## src/hbridge_regs.svh

```systemverilog
`ifndef HBRIDGE_REGS_SVH
`define HBRIDGE_REGS_SVH

// register byte offsets
`define REG_CTRL 8'h00
`define REG_CMD 8'h04
`define REG_STATUS 8'h08

// bus answers
`define RESP_OKAY 2'b00
`define RESP_SLVERR 2'b10

// control word field positions
`define CTRL_TRIP_LSB 0
`define CTRL_OFF_LSB 2
`define CTRL_DIS_LSB 4
`define CTRL_SLEW_LSB 6
`define CTRL_OCP_LSB 9
`define CMD_CLEAR_BIT 0

// reset values of the control word
`define TRIP_RST 2'b00
`define OFF_RST 2'b01
`define DIS_RST 2'b00
`define SLEW_RST 3'b000
`define OCP_RST 2'b00

// fixed settings of the strap-configured variant
`define TRIP_PIN 2'b10
`define OFF_PIN 2'b01
`define OCP_PIN 2'b00
`define SLEW_GND 3'b000
`define SLEW_FLOAT 3'b011
`define SLEW_SUPPLY 3'b111

// timing
`define CLK_MHZ 20
`define OFF_US_0 20
`define OFF_US_1 40
`define OFF_US_2 60
`define OFF_US_3 80
`define BLANK_NS 2000
`define READY_US 50
`define DEGLITCH_NS 500
`define RETRY_US 3000
`define DEAD_NS_0 1000
`define DEAD_NS_1 1250
`define DEAD_NS_2 1500
`define DEAD_NS_3 2000
`define DEAD_NS_4 2500
`define DEAD_NS_5 3000
`define DEAD_NS_6 3500
`define DEAD_NS_7 4000
`define NS_TO_CYC(ns) ((((ns) * `CLK_MHZ) + 999) / 1000)
`define US_TO_CYC(us) ((us) * `CLK_MHZ)

`endif

```

## src/hbridge_pkg.sv

```systemverilog
package hbridge_pkg;

  typedef enum logic [1:0] {
    CH_DRIVE = 2'b00,
    CH_OFF = 2'b01
  } chop_e;

  typedef enum logic [1:0] {
    LEG_HIZ = 2'b00,
    LEG_HIGH = 2'b01,
    LEG_LOW = 2'b10
  } leg_e;

  typedef struct packed {
    logic [1:0] sync;
    logic level;
    logic [3:0] cnt;
  } glitch_s;

  typedef struct packed {
    logic awready;
    logic wready;
    logic bvalid;
    logic [1:0] bresp;
    logic arready;
    logic rvalid;
    logic [1:0] rresp;
    logic [31:0] rdata;
    logic aw_have;
    logic w_have;
    logic [7:0] aw_addr;
    logic [31:0] w_data;
    logic [3:0] w_strb;
    logic [1:0] trip_level_sel;
    logic [1:0] off_time_sel;
    logic [1:0] regulation_disable;
    logic [2:0] slew_rate_sel;
    logic [1:0] ocp_mode;
    logic clear_pulse;
    logic pin_variant;
    logic strap_reg_off;
    logic [2:0] strap_slew;
    chop_e chop;
    logic [10:0] off_cnt;
    logic [5:0] blank_cnt;
    logic [1:0] trip_dir;
    leg_e [1:0] applied;
    logic [1:0][7:0] dead_cnt;
    logic [1:0] hs_gate;
    logic [1:0] ls_gate;
    logic ocp_latched;
    logic ocp_shutdown;
    logic [16:0] retry_cnt;
    logic [10:0] ready_cnt;
    logic core_ready;
    logic fault_oe_n;
    logic sdo_enable;
    logic [1:0] trip_level_out;
    logic [2:0] slew_rate_out;
  } core_s;

endpackage

```

## src/hbridge_current_chopper.sv

```systemverilog
// Our own choices: the placing of the registers and the AXI4-Lite slave port.
`timescale 1ns/100ps
`include "hbridge_regs.svh"
// How it works
// RULE1: trip forces both high sides for off-time
// RULE2: off-time codes 20/40/60/80 us, reset 01
// RULE3: off-time end: resume or repeat off-time
// RULE4: trip ignored during blanking after drive resumes
// RULE5: two-bit trip level selects four thresholds
// RULE6: strap variant: fixed trip and 40 us
// RULE7: regulation active on both outputs after reset
// RULE8: disable field turns off chopping per output
// RULE9: strap variant: strap pin disables regulation
// RULE10: three-bit slew code selects edge rate
// RULE11: slew strap: ground, floating, supply
// RULE12: dead time between opposite FETs
// RULE13: control inputs deglitched before use
// RULE14: overcurrent handled per mode or shutdown
// RULE15: controller may reverse during off-time
// RULE16: controller keeps load current moderate
// RULE17: fault pin low on any fault
// RULE18: fault pin low until core ready
// RULE19: sleep while sleep_n low
// RULE20: serial output quiet during sleep
// RULE21: controller prefers clear bit over sleep pulse
// RULE22: overcurrent modes latch, retry, report, off
// RULE23: intervals timed by clock-cycle counters
// RULE24: trip comparators synchronised per leg
module hbridge_current_chopper #(
  parameter int unsigned RETRY_CYC = `US_TO_CYC(`RETRY_US)
) (
  // clock, reset, enable
  input wire logic aclk,
  input wire logic aresetn,
  input wire logic ce,
  // register bus
  input wire logic [7:0] awaddr,
  input wire logic [2:0] awprot,
  input wire logic awvalid,
  output logic awready,
  input wire logic [31:0] wdata,
  input wire logic [3:0] wstrb,
  input wire logic wvalid,
  output logic wready,
  output logic [1:0] bresp,
  output logic bvalid,
  input wire logic bready,
  input wire logic [7:0] araddr,
  input wire logic [2:0] arprot,
  input wire logic arvalid,
  output logic arready,
  output logic [31:0] rdata,
  output logic [1:0] rresp,
  output logic rvalid,
  input wire logic rready,
  // control pins
  input wire logic in1,
  input wire logic in2,
  input wire logic sleep_n,
  // straps
  input wire logic pin_variant_strap,
  input wire logic regulation_off_strap_n,
  input wire logic [1:0] slew_strap,
  // comparators
  input wire logic trip_a,
  input wire logic trip_b,
  input wire logic ocp_a,
  input wire logic ocp_b,
  // bridge gates, index 0 bridge_output_a, 1 bridge_output_b
  output logic [1:0] hs_gate,
  output logic [1:0] ls_gate,
  // analog settings
  output logic [1:0] trip_level_out,
  output logic [2:0] slew_rate_out,
  // fault pin, open drain
  input wire logic fault_flag_n_in,
  output logic fault_flag_n_out,
  output logic fault_flag_n_oe_n,
  // serial output permission
  output logic sdo_enable
);
  import hbridge_pkg::*;

  localparam int unsigned DEG_CYC = `NS_TO_CYC(`DEGLITCH_NS);
  localparam logic [5:0] BLANK_CYC = 6'(`NS_TO_CYC(`BLANK_NS));
  localparam logic [10:0] READY_CYC = 11'(`US_TO_CYC(`READY_US));
  localparam logic [16:0] RETRY_LD = 17'(RETRY_CYC);

  core_s c_q;
  core_s n;

  logic in1_f, in2_f, sleep_f, trip_a_f, trip_b_f, ocp_a_f, ocp_b_f;
  logic var_f, regoff_f, fault_in_f;
  logic [1:0] slew_f;
  logic aw_ok, w_ok, wr_go, awake, ocp_any, trip_hit, driving;
  logic [1:0] eff_trip, eff_off, eff_dis, eff_ocp, req;
  logic [2:0] eff_slew;
  leg_e [1:0] target;
  logic [31:0] ctrl_word, merged;
  logic [7:0] wr_addr, rd_addr;

  function automatic logic [10:0] off_cycles(input logic [1:0] sel);
    case (sel)
      2'b00: off_cycles = 11'(`US_TO_CYC(`OFF_US_0));
      2'b01: off_cycles = 11'(`US_TO_CYC(`OFF_US_1));
      2'b10: off_cycles = 11'(`US_TO_CYC(`OFF_US_2));
      default: off_cycles = 11'(`US_TO_CYC(`OFF_US_3));
    endcase
  endfunction

  // slower edges eat more of the gate ramp, so the gap grows with them
  function automatic logic [7:0] dead_cycles(input logic [2:0] sel);
    case (sel)
      3'b000: dead_cycles = 8'(`NS_TO_CYC(`DEAD_NS_0));
      3'b001: dead_cycles = 8'(`NS_TO_CYC(`DEAD_NS_1));
      3'b010: dead_cycles = 8'(`NS_TO_CYC(`DEAD_NS_2));
      3'b011: dead_cycles = 8'(`NS_TO_CYC(`DEAD_NS_3));
      3'b100: dead_cycles = 8'(`NS_TO_CYC(`DEAD_NS_4));
      3'b101: dead_cycles = 8'(`NS_TO_CYC(`DEAD_NS_5));
      3'b110: dead_cycles = 8'(`NS_TO_CYC(`DEAD_NS_6));
      default: dead_cycles = 8'(`NS_TO_CYC(`DEAD_NS_7));
    endcase
  endfunction

  // pins: two flops then a stability filter
  glitch_filter #(.CYCLES(DEG_CYC), .INIT(1'b0)) u_in1 ( // RULE13
    .aclk(aclk), .aresetn(aresetn), .ce(ce), .pin(in1), .level(in1_f));
  glitch_filter #(.CYCLES(DEG_CYC), .INIT(1'b0)) u_in2 ( // RULE13
    .aclk(aclk), .aresetn(aresetn), .ce(ce), .pin(in2), .level(in2_f));
  glitch_filter #(.CYCLES(DEG_CYC), .INIT(1'b0)) u_slp (
    .aclk(aclk), .aresetn(aresetn), .ce(ce), .pin(sleep_n),
    .level(sleep_f));
  glitch_filter #(.CYCLES(1), .INIT(1'b0)) u_tra ( // RULE24
    .aclk(aclk), .aresetn(aresetn), .ce(ce), .pin(trip_a),
    .level(trip_a_f));
  glitch_filter #(.CYCLES(1), .INIT(1'b0)) u_trb ( // RULE24
    .aclk(aclk), .aresetn(aresetn), .ce(ce), .pin(trip_b),
    .level(trip_b_f));
  glitch_filter #(.CYCLES(1), .INIT(1'b0)) u_oca (
    .aclk(aclk), .aresetn(aresetn), .ce(ce), .pin(ocp_a), .level(ocp_a_f));
  glitch_filter #(.CYCLES(1), .INIT(1'b0)) u_ocb (
    .aclk(aclk), .aresetn(aresetn), .ce(ce), .pin(ocp_b), .level(ocp_b_f));
  glitch_filter #(.CYCLES(1), .INIT(1'b0)) u_var (
    .aclk(aclk), .aresetn(aresetn), .ce(ce), .pin(pin_variant_strap),
    .level(var_f));
  glitch_filter #(.CYCLES(1), .INIT(1'b0)) u_rof (
    .aclk(aclk), .aresetn(aresetn), .ce(ce), .pin(regulation_off_strap_n),
    .level(regoff_f));
  glitch_filter #(.CYCLES(1), .INIT(1'b0)) u_sr0 (
    .aclk(aclk), .aresetn(aresetn), .ce(ce), .pin(slew_strap[0]),
    .level(slew_f[0]));
  glitch_filter #(.CYCLES(1), .INIT(1'b0)) u_sr1 (
    .aclk(aclk), .aresetn(aresetn), .ce(ce), .pin(slew_strap[1]),
    .level(slew_f[1]));
  glitch_filter #(.CYCLES(1), .INIT(1'b1)) u_fin (
    .aclk(aclk), .aresetn(aresetn), .ce(ce), .pin(fault_flag_n_in),
    .level(fault_in_f));

  always_comb begin
    n = c_q;
    n.clear_pulse = 1'b0;
    awake = sleep_f;
    ocp_any = ocp_a_f | ocp_b_f;
    req = {in1_f, in2_f};
    // strap variant pins the settings, register variant uses the word
    eff_trip = c_q.pin_variant ? `TRIP_PIN : c_q.trip_level_sel; // RULE5 RULE6
    eff_off = c_q.pin_variant ? `OFF_PIN : c_q.off_time_sel; // RULE6
    eff_dis = c_q.pin_variant ? {2{c_q.strap_reg_off}} // RULE9
                              : c_q.regulation_disable; // RULE8
    eff_slew = c_q.pin_variant ? c_q.strap_slew : c_q.slew_rate_sel;
    eff_ocp = c_q.pin_variant ? `OCP_PIN : c_q.ocp_mode; // RULE14
    ctrl_word = '0;
    ctrl_word[`CTRL_TRIP_LSB +: 2] = c_q.trip_level_sel;
    ctrl_word[`CTRL_OFF_LSB +: 2] = c_q.off_time_sel;
    ctrl_word[`CTRL_DIS_LSB +: 2] = c_q.regulation_disable;
    ctrl_word[`CTRL_SLEW_LSB +: 3] = c_q.slew_rate_sel;
    ctrl_word[`CTRL_OCP_LSB +: 2] = c_q.ocp_mode;

    // write channel: address and data in either order
    aw_ok = awvalid & c_q.awready;
    w_ok = wvalid & c_q.wready;
    if (aw_ok) begin
      n.aw_have = 1'b1;
      n.aw_addr = awaddr;
    end
    if (w_ok) begin
      n.w_have = 1'b1;
      n.w_data = wdata;
      n.w_strb = wstrb;
    end
    if (c_q.bvalid && bready) begin
      n.bvalid = 1'b0;
    end
    wr_go = n.aw_have & n.w_have & ~c_q.bvalid;
    wr_addr = {n.aw_addr[7:2], 2'b00};
    merged = ctrl_word;
    for (int b = 0; b < 4; b++) begin
      if (n.w_strb[b]) begin
        merged[b*8 +: 8] = n.w_data[b*8 +: 8];
      end
    end
    if (wr_go) begin
      n.aw_have = 1'b0;
      n.w_have = 1'b0;
      n.bvalid = 1'b1;
      n.bresp = `RESP_OKAY;
      if (wr_addr == `REG_CTRL) begin
        n.trip_level_sel = merged[`CTRL_TRIP_LSB +: 2];
        n.off_time_sel = merged[`CTRL_OFF_LSB +: 2];
        n.regulation_disable = merged[`CTRL_DIS_LSB +: 2];
        n.slew_rate_sel = merged[`CTRL_SLEW_LSB +: 3];
        n.ocp_mode = merged[`CTRL_OCP_LSB +: 2];
      end else if (wr_addr == `REG_CMD) begin
        n.clear_pulse = n.w_strb[0] & n.w_data[`CMD_CLEAR_BIT];
      end else if (wr_addr == `REG_STATUS) begin
        n.bresp = `RESP_OKAY;
      end else begin
        n.bresp = `RESP_SLVERR;
      end
    end
    n.awready = ~n.aw_have & ~n.bvalid;
    n.wready = ~n.w_have & ~n.bvalid;

    // read channel
    rd_addr = {araddr[7:2], 2'b00};
    if (c_q.rvalid && rready) begin
      n.rvalid = 1'b0;
    end
    if (arvalid && c_q.arready) begin
      n.rvalid = 1'b1;
      n.rresp = `RESP_OKAY;
      n.rdata = '0;
      if (rd_addr == `REG_CTRL) begin
        n.rdata = ctrl_word;
      end else if (rd_addr == `REG_CMD) begin
        n.rdata = '0;
      end else if (rd_addr == `REG_STATUS) begin
        n.rdata[0] = ~c_q.fault_oe_n;
        n.rdata[1] = c_q.ocp_latched;
        n.rdata[2] = c_q.ocp_shutdown;
        n.rdata[3] = (c_q.chop == CH_OFF);
        n.rdata[4] = c_q.core_ready;
        n.rdata[5] = c_q.pin_variant;
        n.rdata[6] = fault_in_f;
      end else begin
        n.rresp = `RESP_SLVERR;
      end
    end
    n.arready = ~n.rvalid;

    // wake sequence, straps caught when the core comes alive
    if (!awake) begin
      n.core_ready = 1'b0; // RULE19
      n.ready_cnt = READY_CYC - 11'h1;
    end else if (!c_q.core_ready) begin
      if (c_q.ready_cnt == 11'h0) begin
        n.core_ready = 1'b1;
        n.pin_variant = var_f;
        n.strap_reg_off = regoff_f;
        case (slew_f) // RULE11
          2'b00: n.strap_slew = `SLEW_GND;
          2'b01: n.strap_slew = `SLEW_FLOAT;
          default: n.strap_slew = `SLEW_SUPPLY;
        endcase
      end else begin
        n.ready_cnt = c_q.ready_cnt - 11'h1; // RULE23
      end
    end

    // overcurrent; a new event wins over a clear in the same cycle
    if (!awake) begin
      n.ocp_latched = 1'b0;
      n.ocp_shutdown = 1'b0;
    end else if (ocp_any && eff_ocp != 2'b11) begin // RULE22
      n.ocp_latched = 1'b1;
      n.ocp_shutdown = (eff_ocp != 2'b10); // RULE14
      n.retry_cnt = RETRY_LD - 17'h1;
    end else if (eff_ocp == 2'b01 && c_q.ocp_latched) begin
      if (c_q.retry_cnt == 17'h0) begin
        n.ocp_latched = 1'b0;
        n.ocp_shutdown = 1'b0;
      end else begin
        n.retry_cnt = c_q.retry_cnt - 17'h1;
      end
    end else if (c_q.clear_pulse) begin
      n.ocp_latched = 1'b0;
      n.ocp_shutdown = 1'b0;
    end

    // chopper
    driving = awake & c_q.core_ready & ~c_q.ocp_shutdown;
    trip_hit = (trip_a_f & ~eff_dis[0]) | (trip_b_f & ~eff_dis[1]); // RULE7
    if (!driving) begin
      n.chop = CH_DRIVE;
      n.blank_cnt = 6'h0;
    end else begin
      case (c_q.chop)
        CH_DRIVE: begin
          if (c_q.blank_cnt != 6'h0) begin
            n.blank_cnt = c_q.blank_cnt - 6'h1; // RULE4
          end else if (trip_hit && req != 2'b00) begin
            n.chop = CH_OFF; // RULE1
            n.off_cnt = off_cycles(eff_off) - 11'h1; // RULE2
            n.trip_dir = req;
          end
        end
        CH_OFF: begin
          if (c_q.off_cnt != 11'h0) begin
            n.off_cnt = c_q.off_cnt - 11'h1; // RULE23
          end else if (trip_hit) begin
            n.off_cnt = off_cycles(eff_off) - 11'h1; // RULE3
          end else begin
            n.chop = CH_DRIVE; // RULE3
            n.blank_cnt = BLANK_CYC - 6'h1;
          end
        end
        default: n.chop = CH_DRIVE;
      endcase
    end

    // leg targets from the inputs
    case (req)
      2'b01: target = '{LEG_HIGH, LEG_LOW};
      2'b10: target = '{LEG_LOW, LEG_HIGH};
      2'b11: target = '{LEG_HIGH, LEG_HIGH};
      default: target = '{LEG_HIZ, LEG_HIZ};
    endcase
    if (!driving) begin
      target = '{LEG_HIZ, LEG_HIZ}; // RULE19 RULE14
    end else if (c_q.chop == CH_OFF) begin
      // reversing speeds decay; anything else holds high-side decay
      if (!(req == ~c_q.trip_dir && (req == 2'b01 || req == 2'b10))) begin
        target = '{LEG_HIGH, LEG_HIGH}; // RULE1 RULE15
      end
    end

    // break before make on each leg
    for (int i = 0; i < 2; i++) begin
      if (target[i] != c_q.applied[i]) begin
        if (c_q.applied[i] != LEG_HIZ) begin
          n.applied[i] = LEG_HIZ; // RULE12
          n.dead_cnt[i] = dead_cycles(eff_slew) - 8'h1;
        end else if (c_q.dead_cnt[i] != 8'h0) begin
          n.dead_cnt[i] = c_q.dead_cnt[i] - 8'h1;
        end else begin
          n.applied[i] = target[i];
        end
      end else if (c_q.dead_cnt[i] != 8'h0) begin
        n.dead_cnt[i] = c_q.dead_cnt[i] - 8'h1;
      end
      n.hs_gate[i] = (n.applied[i] == LEG_HIGH);
      n.ls_gate[i] = (n.applied[i] == LEG_LOW);
    end

    n.trip_level_out = eff_trip; // RULE5
    n.slew_rate_out = eff_slew; // RULE10
    n.fault_oe_n = ~(~n.core_ready | n.ocp_latched); // RULE17 RULE18
    n.sdo_enable = awake & n.core_ready; // RULE20
  end

  always_ff @(posedge aclk) begin
    if (!aresetn) begin
      c_q <= '0;
      c_q.trip_level_sel <= `TRIP_RST;
      c_q.off_time_sel <= `OFF_RST; // RULE2
      c_q.regulation_disable <= `DIS_RST; // RULE7
      c_q.slew_rate_sel <= `SLEW_RST;
      c_q.ocp_mode <= `OCP_RST;
    end else if (ce) begin
      c_q <= n;
    end
  end

  assign awready = c_q.awready;
  assign wready = c_q.wready;
  assign bvalid = c_q.bvalid;
  assign bresp = c_q.bresp;
  assign arready = c_q.arready;
  assign rvalid = c_q.rvalid;
  assign rresp = c_q.rresp;
  assign rdata = c_q.rdata;
  assign hs_gate = c_q.hs_gate;
  assign ls_gate = c_q.ls_gate;
  assign trip_level_out = c_q.trip_level_out;
  assign slew_rate_out = c_q.slew_rate_out;
  assign fault_flag_n_out = 1'b0;
  assign fault_flag_n_oe_n = c_q.fault_oe_n;
  assign sdo_enable = c_q.sdo_enable;

  chk_off_load: assert property (@(posedge aclk) disable iff (!aresetn) // RULE2
    ce && c_q.chop == CH_DRIVE && n.chop == CH_OFF
    |=> c_q.off_cnt == off_cycles(eff_off) - 11'h1)
    else $error("off-time counter loaded with wrong length");
  chk_slow_decay: assert property (@(posedge aclk) disable iff (!aresetn) // RULE1
    ce && driving && c_q.chop == CH_OFF && req == c_q.trip_dir
    |=> ls_gate == 2'b00)
    else $error("low side on during off-time");
  chk_blank_hold: assert property (@(posedge aclk) disable iff (!aresetn) // RULE4
    c_q.chop == CH_DRIVE && c_q.blank_cnt != 6'h0 |=> c_q.chop == CH_DRIVE)
    else $error("trip accepted during blanking");
  chk_pin_trip: assert property (@(posedge aclk) disable iff (!aresetn) // RULE6
    ce && c_q.pin_variant |=> trip_level_out == `TRIP_PIN)
    else $error("strap variant trip level not fixed");
  chk_reg_off: assert property (@(posedge aclk) disable iff (!aresetn) // RULE8
    eff_dis == 2'b11 && c_q.chop == CH_DRIVE |=> c_q.chop == CH_DRIVE)
    else $error("chopping with regulation disabled");
  chk_no_shoot: assert property (@(posedge aclk) disable iff (!aresetn) // RULE12
    $fell(hs_gate[0]) |-> !ls_gate[0] ##1 !ls_gate[0])
    else $error("low side on right after high side off");
  chk_sleep_hiz: assert property (@(posedge aclk) disable iff (!aresetn) // RULE19
    ce && !sleep_f ##1 ce |=> hs_gate == 2'b00 && ls_gate == 2'b00)
    else $error("bridge driven while asleep");
  chk_sdo_quiet: assert property (@(posedge aclk) disable iff (!aresetn) // RULE20
    ce && !sleep_f |=> !sdo_enable)
    else $error("serial output enabled in sleep");
  chk_fault_ready: assert property (@(posedge aclk) disable iff (!aresetn) // RULE18
    !c_q.core_ready |-> !fault_flag_n_oe_n)
    else $error("fault pin released before core ready");
endmodule

```

## src/glitch_filter.sv

```systemverilog
`timescale 1ns/100ps
module glitch_filter #(
  parameter int unsigned CYCLES = 1,
  parameter logic INIT = 1'b0
) (
  // clock
  input wire logic aclk,
  input wire logic aresetn,
  input wire logic ce,
  // pin and clean level
  input wire logic pin,
  output logic level
);
  import hbridge_pkg::*;

  glitch_s g_q;
  glitch_s g_d;

  // sync[0] feeds only sync[1]; the filter looks at sync[1]
  always_comb begin
    g_d = g_q;
    g_d.sync = {g_q.sync[0], pin};
    if (g_q.sync[1] == g_q.level) begin
      g_d.cnt = 4'h0;
    end else if (g_q.cnt >= 4'(CYCLES - 1)) begin
      g_d.level = g_q.sync[1];
      g_d.cnt = 4'h0;
    end else begin
      g_d.cnt = g_q.cnt + 4'h1;
    end
  end

  always_ff @(posedge aclk) begin
    if (!aresetn) begin
      g_q <= '0;
      g_q.sync <= {2{INIT}};
      g_q.level <= INIT;
    end else if (ce) begin
      g_q <= g_d;
    end
  end

  assign level = g_q.level;
endmodule

```

## config.mk

```make
export PLATFORM = sky130hd
export DESIGN_NAME = hbridge_current_chopper
export DESIGN_NICKNAME = d
export VERILOG_FILES = /design/src/hbridge_pkg.sv /design/src/hbridge_current_chopper.sv /design/src/glitch_filter.sv
export VERILOG_INCLUDE_DIRS = /design/src
export SDC_FILE = /design/constraint.sdc
export NUM_CORES = 1
export LEC_CHECK = 0
export CORE_MARGIN = 2
export CORE_UTILIZATION = 25
export CTS_CLUSTER_SIZE = 10
export DETAILED_ROUTE_END_ITERATION = 12
export DONT_BUFFER_PORTS = 1
export SYNTH_ARGS = -nofsm -noshare
export SYNTH_HDL_FRONTEND = slang
export SYNTH_SLANG_ARGS = --single-unit
```

## constraint.sdc

```tcl
create_clock -name aclk -period 2.6 [get_ports aclk]
set_input_delay 0.13 -clock aclk [delete_from_list [all_inputs] [get_ports aclk]]
set_output_delay 0.13 -clock aclk [all_outputs]
set_load 0.05 [all_outputs]
```

==> flow_metrics.env <==
export IMPL_status="completed"
export IMPL_reg2reg_depth=8
export IMPL_wl_per_cell_um=14.8
export IMPL_grt_pass1_vias=7850
export IMPL_criticalPathCategory="reg -> reg"
export IMPL_swShare=0.321
export IMPL_irDropWorstVdd_v=0.000508
export IMPL_cts_tree="yes"
export IMPL_rows=71
export IMPL_min_path_type="in -> reg"
export IMPL_io_pin_count=131
export IMPL_final_max_slew_viol_count=0
export IMPL_p_int_w=0.00491
export IMPL_overflow=0
export IMPL_cts_buffers=17
export IMPL_grt_start_max_net_pins=91
export IMPL_grt_pass1_wl_um=41400
export IMPL_htree_levels=4
export IMPL_leakagePower_nw=4.10
export IMPL_ys_seq_elements=184
export IMPL_layout_commonest_cell="dfxtp_1"
export IMPL_slew_headroom=0.517
export IMPL_whs_path_depth=4
export IMPL_cp_max_fo=13
export IMPL_via_per_inst=4.85
export IMPL_die_w_um=199
export IMPL_dr_first_iter_drc_count=513
export IMPL_syn_mean_instance_area_sq_um=8.16
export IMPL_combPwrFrac=0.207
export IMPL_syn2layout_area_growth_pct=16.2
export IMPL_die_area_sq_um=39800
export IMPL_utilization=0.294
export IMPL_worst_pin_slew_ns=0.716
export IMPL_synth_cell_types=79
export IMPL_drt_pre_antenna_iters=5
export IMPL_finalHoldViolCount=0
export IMPL_final_nets=1291
export IMPL_pwr_share_seq=0.438
export IMPL_cp_start_kind="register"
export IMPL_antenna_found_initial=0
export IMPL_clkPwrFrac=0.355
export IMPL_clkSlewWorstSetupHoldPaths_ns=0.08
export IMPL_vias=8300
export IMPL_yosysWarnings=0
export IMPL_clockRootBuffer="clkbuf_16"
export IMPL_numClockSinks=184
export IMPL_period_needed_ns=2.42
export IMPL_cts_buffer_depth=2
export IMPL_diodes=0
export IMPL_drv_cap=0
export IMPL_yosysSeqAreaShare=0.386
export IMPL_final_cell_mix="dfxtp_1 (184), nor2_1 (165), nand2_1 (107)"
export IMPL_place_congestion=0.803
export IMPL_ant_nets=0
export IMPL_endpoint_kind="register"
export IMPL_syn_area_sq_um=9550
export IMPL_initial_core_util=0.253
export IMPL_wl_um=25400
export IMPL_synth_edff_count=0
export IMPL_worst_endpoint_required_ns=2.93
export IMPL_arrival_ns=2.75
export IMPL_fin_cells=1713
export IMPL_p_sw_w=0.00231
export IMPL_yosys_area_top_type="dfxtp_1"
export IMPL_timing_final_crit_share=0.932
export IMPL_port_buffers=0
export IMPL_track_usage=0.130
export IMPL_dp_cells=1637
export IMPL_async_flop_share=0
export IMPL_drive_above_1_share=0.0807
export IMPL_syn_inst=1170
export IMPL_rsz0062_at_grt="yes"
export IMPL_yosysTopAreaCellShare=0.386
export IMPL_ys_flop_type="dfxtp_1"
export IMPL_n_fill_cell=4020
export IMPL_fmax_mhz=413
export IMPL_fin_skew_ns=0.0117
export IMPL_drc=0
export IMPL_chipHeight_um=199
export IMPL_hpwl_um=17100
export IMPL_setup_viol_count_final=0
export IMPL_fp_coreArea_sq_um=37700
export IMPL_clkLatencyLatePin_ns=0.44
export IMPL_cellPowerDensity_nw_per_um2=651
export IMPL_synth_area_leaders="dfxtp_1 (39%), mux2i_1 (6.7%), nor2_1 (6.5%)"
==> critical path: stages (launching register included) <==
cell      delay [ns]
dfxtp_1         0.35
buf_4           0.17
ha_1            0.25
o21bai_1        0.22
nand4_1         0.11
a22o_1          0.23
a22oi_2         0.50
o21ai_0         0.15
a221o_1         0.33
==> power by group through the flow <==
stage	Combinational, W	Sequential (W)	Clock [W]
after floorplan	0.00116	0.00318	0
after global placement	0.00135	0.00321	0
after detailed placement	0.00137	0.00322	0
after CTS	0.00149	0.00316	0.00261
after global routing	0.00166	0.00319	0.00273
final	0.00150	0.00316	0.00256
==> sequential cells by signal, summed over array words and instances, names as in the netlist, 2 cells and up <==
name / count
trip_level_out: 2
rdata: 11
c_q: 108
u_in1.g_q: 5
hs_gate: 2
u_in2.g_q: 5
u_slp.g_q: 5
slew_rate_out: 3
ls_gate: 2
==> path summary, 6_finish.rpt <==
path	start	end	slack (ns)
setup / recovery	u_in1.level	c_q[44]	0.18
hold / removal	awaddr[3]	bresp[1]	0.01
setup reg to reg	u_in1.level	c_q[44]	0.18
hold reg to reg	c_q[114]	c_q[114]	0.46
==> synthesized netlist by cell type, types with 4 or more instances <==
master / count
a211oi_1: 17
a21boi_0: 4
a21oi_1: 81
a221o_1: 6
a22oi_1: 8
a311oi_1: 18
a31o_2: 4
a31oi_1: 12
a41oi_1: 6
and2_1: 7
buf_1: 6
buf_2: 6
buf_4: 48
clkbuf_1: 51
dfxtp_1: 184
ha_1: 24
inv_1: 34
mux2i_1: 64
nand2_1: 107
nand2b_1: 9
nand3_1: 43
nand3b_1: 5
nand4_1: 9
nor2_1: 165
nor2b_1: 11
nor3_1: 37
nor3b_1: 8
nor4_1: 19
o211ai_1: 5
o21a_1: 12
o21ai_0: 41
or3_1: 10
or4_1: 8
xnor2_1: 21
xor2_1: 10
==> kinds of logic (layout without fill, tap and decap cells) <==
kind of cell    count (synthesis)  count (layout)  synth area share
simple gates                  461             461             0.230
mux                            64              64            0.0671
fa+ha+maj                      24              24            0.0315
other cells                     1              24          0.000393
xor+xnor                       31              31            0.0284
flops                         184             184             0.386
compound gates                258             258             0.180
buf+inv                       147             156            0.0774
==> area by class of cell <==
class	instances	area [sq um]	area share
clock inverters	13	146	0.0132
clock buffers	19	433	0.0390
repair buffers	88	836	0.0754
inverters	36	138	0.0124
well taps	511	639	0.0576
flip-flops and latches	184	3680	0.332
multi-input cells	862	5220	0.470
==> metal layers <==
metal	wire [um]	up-vias	GRT usage
met1	12100	3918	0.173
met4	638	0	0.0486
met2	11400	200	0.210
li1	-	4144	-
met5	0	-	0
met3	1160	38	0.0240
==> stage by stage <==
step	hold slack, ns	setup slack, ns	area [sq um]	setup TNS [ns]	power (W)
after floorplan	0.258	0.163	9630	0	0.00434
after global placement	0.222	0.184	10000	0	0.00456
after detailed placement	0.223	0.183	10000	0	0.00459
after CTS	0.00438	0.154	11100	0	0.00725
after global routing	0.0322	-0.0106	11100	-0.0106	0.00758
final	0.0135	0.178	11100	0	0.00722
==> repair_timing <==
| item | CTS | global route |
|---|---|---|
| setup endpoints to repair | 0 | 2 |
| gates resized for setup | 0 | 1 |
| endpoints found under the hold margin | 135 | 0 |
| setup buffers | 0 | 0 |
| hold buffers | 44 | 0 |
Note: power is estimated with default switching activity, not from simulation.
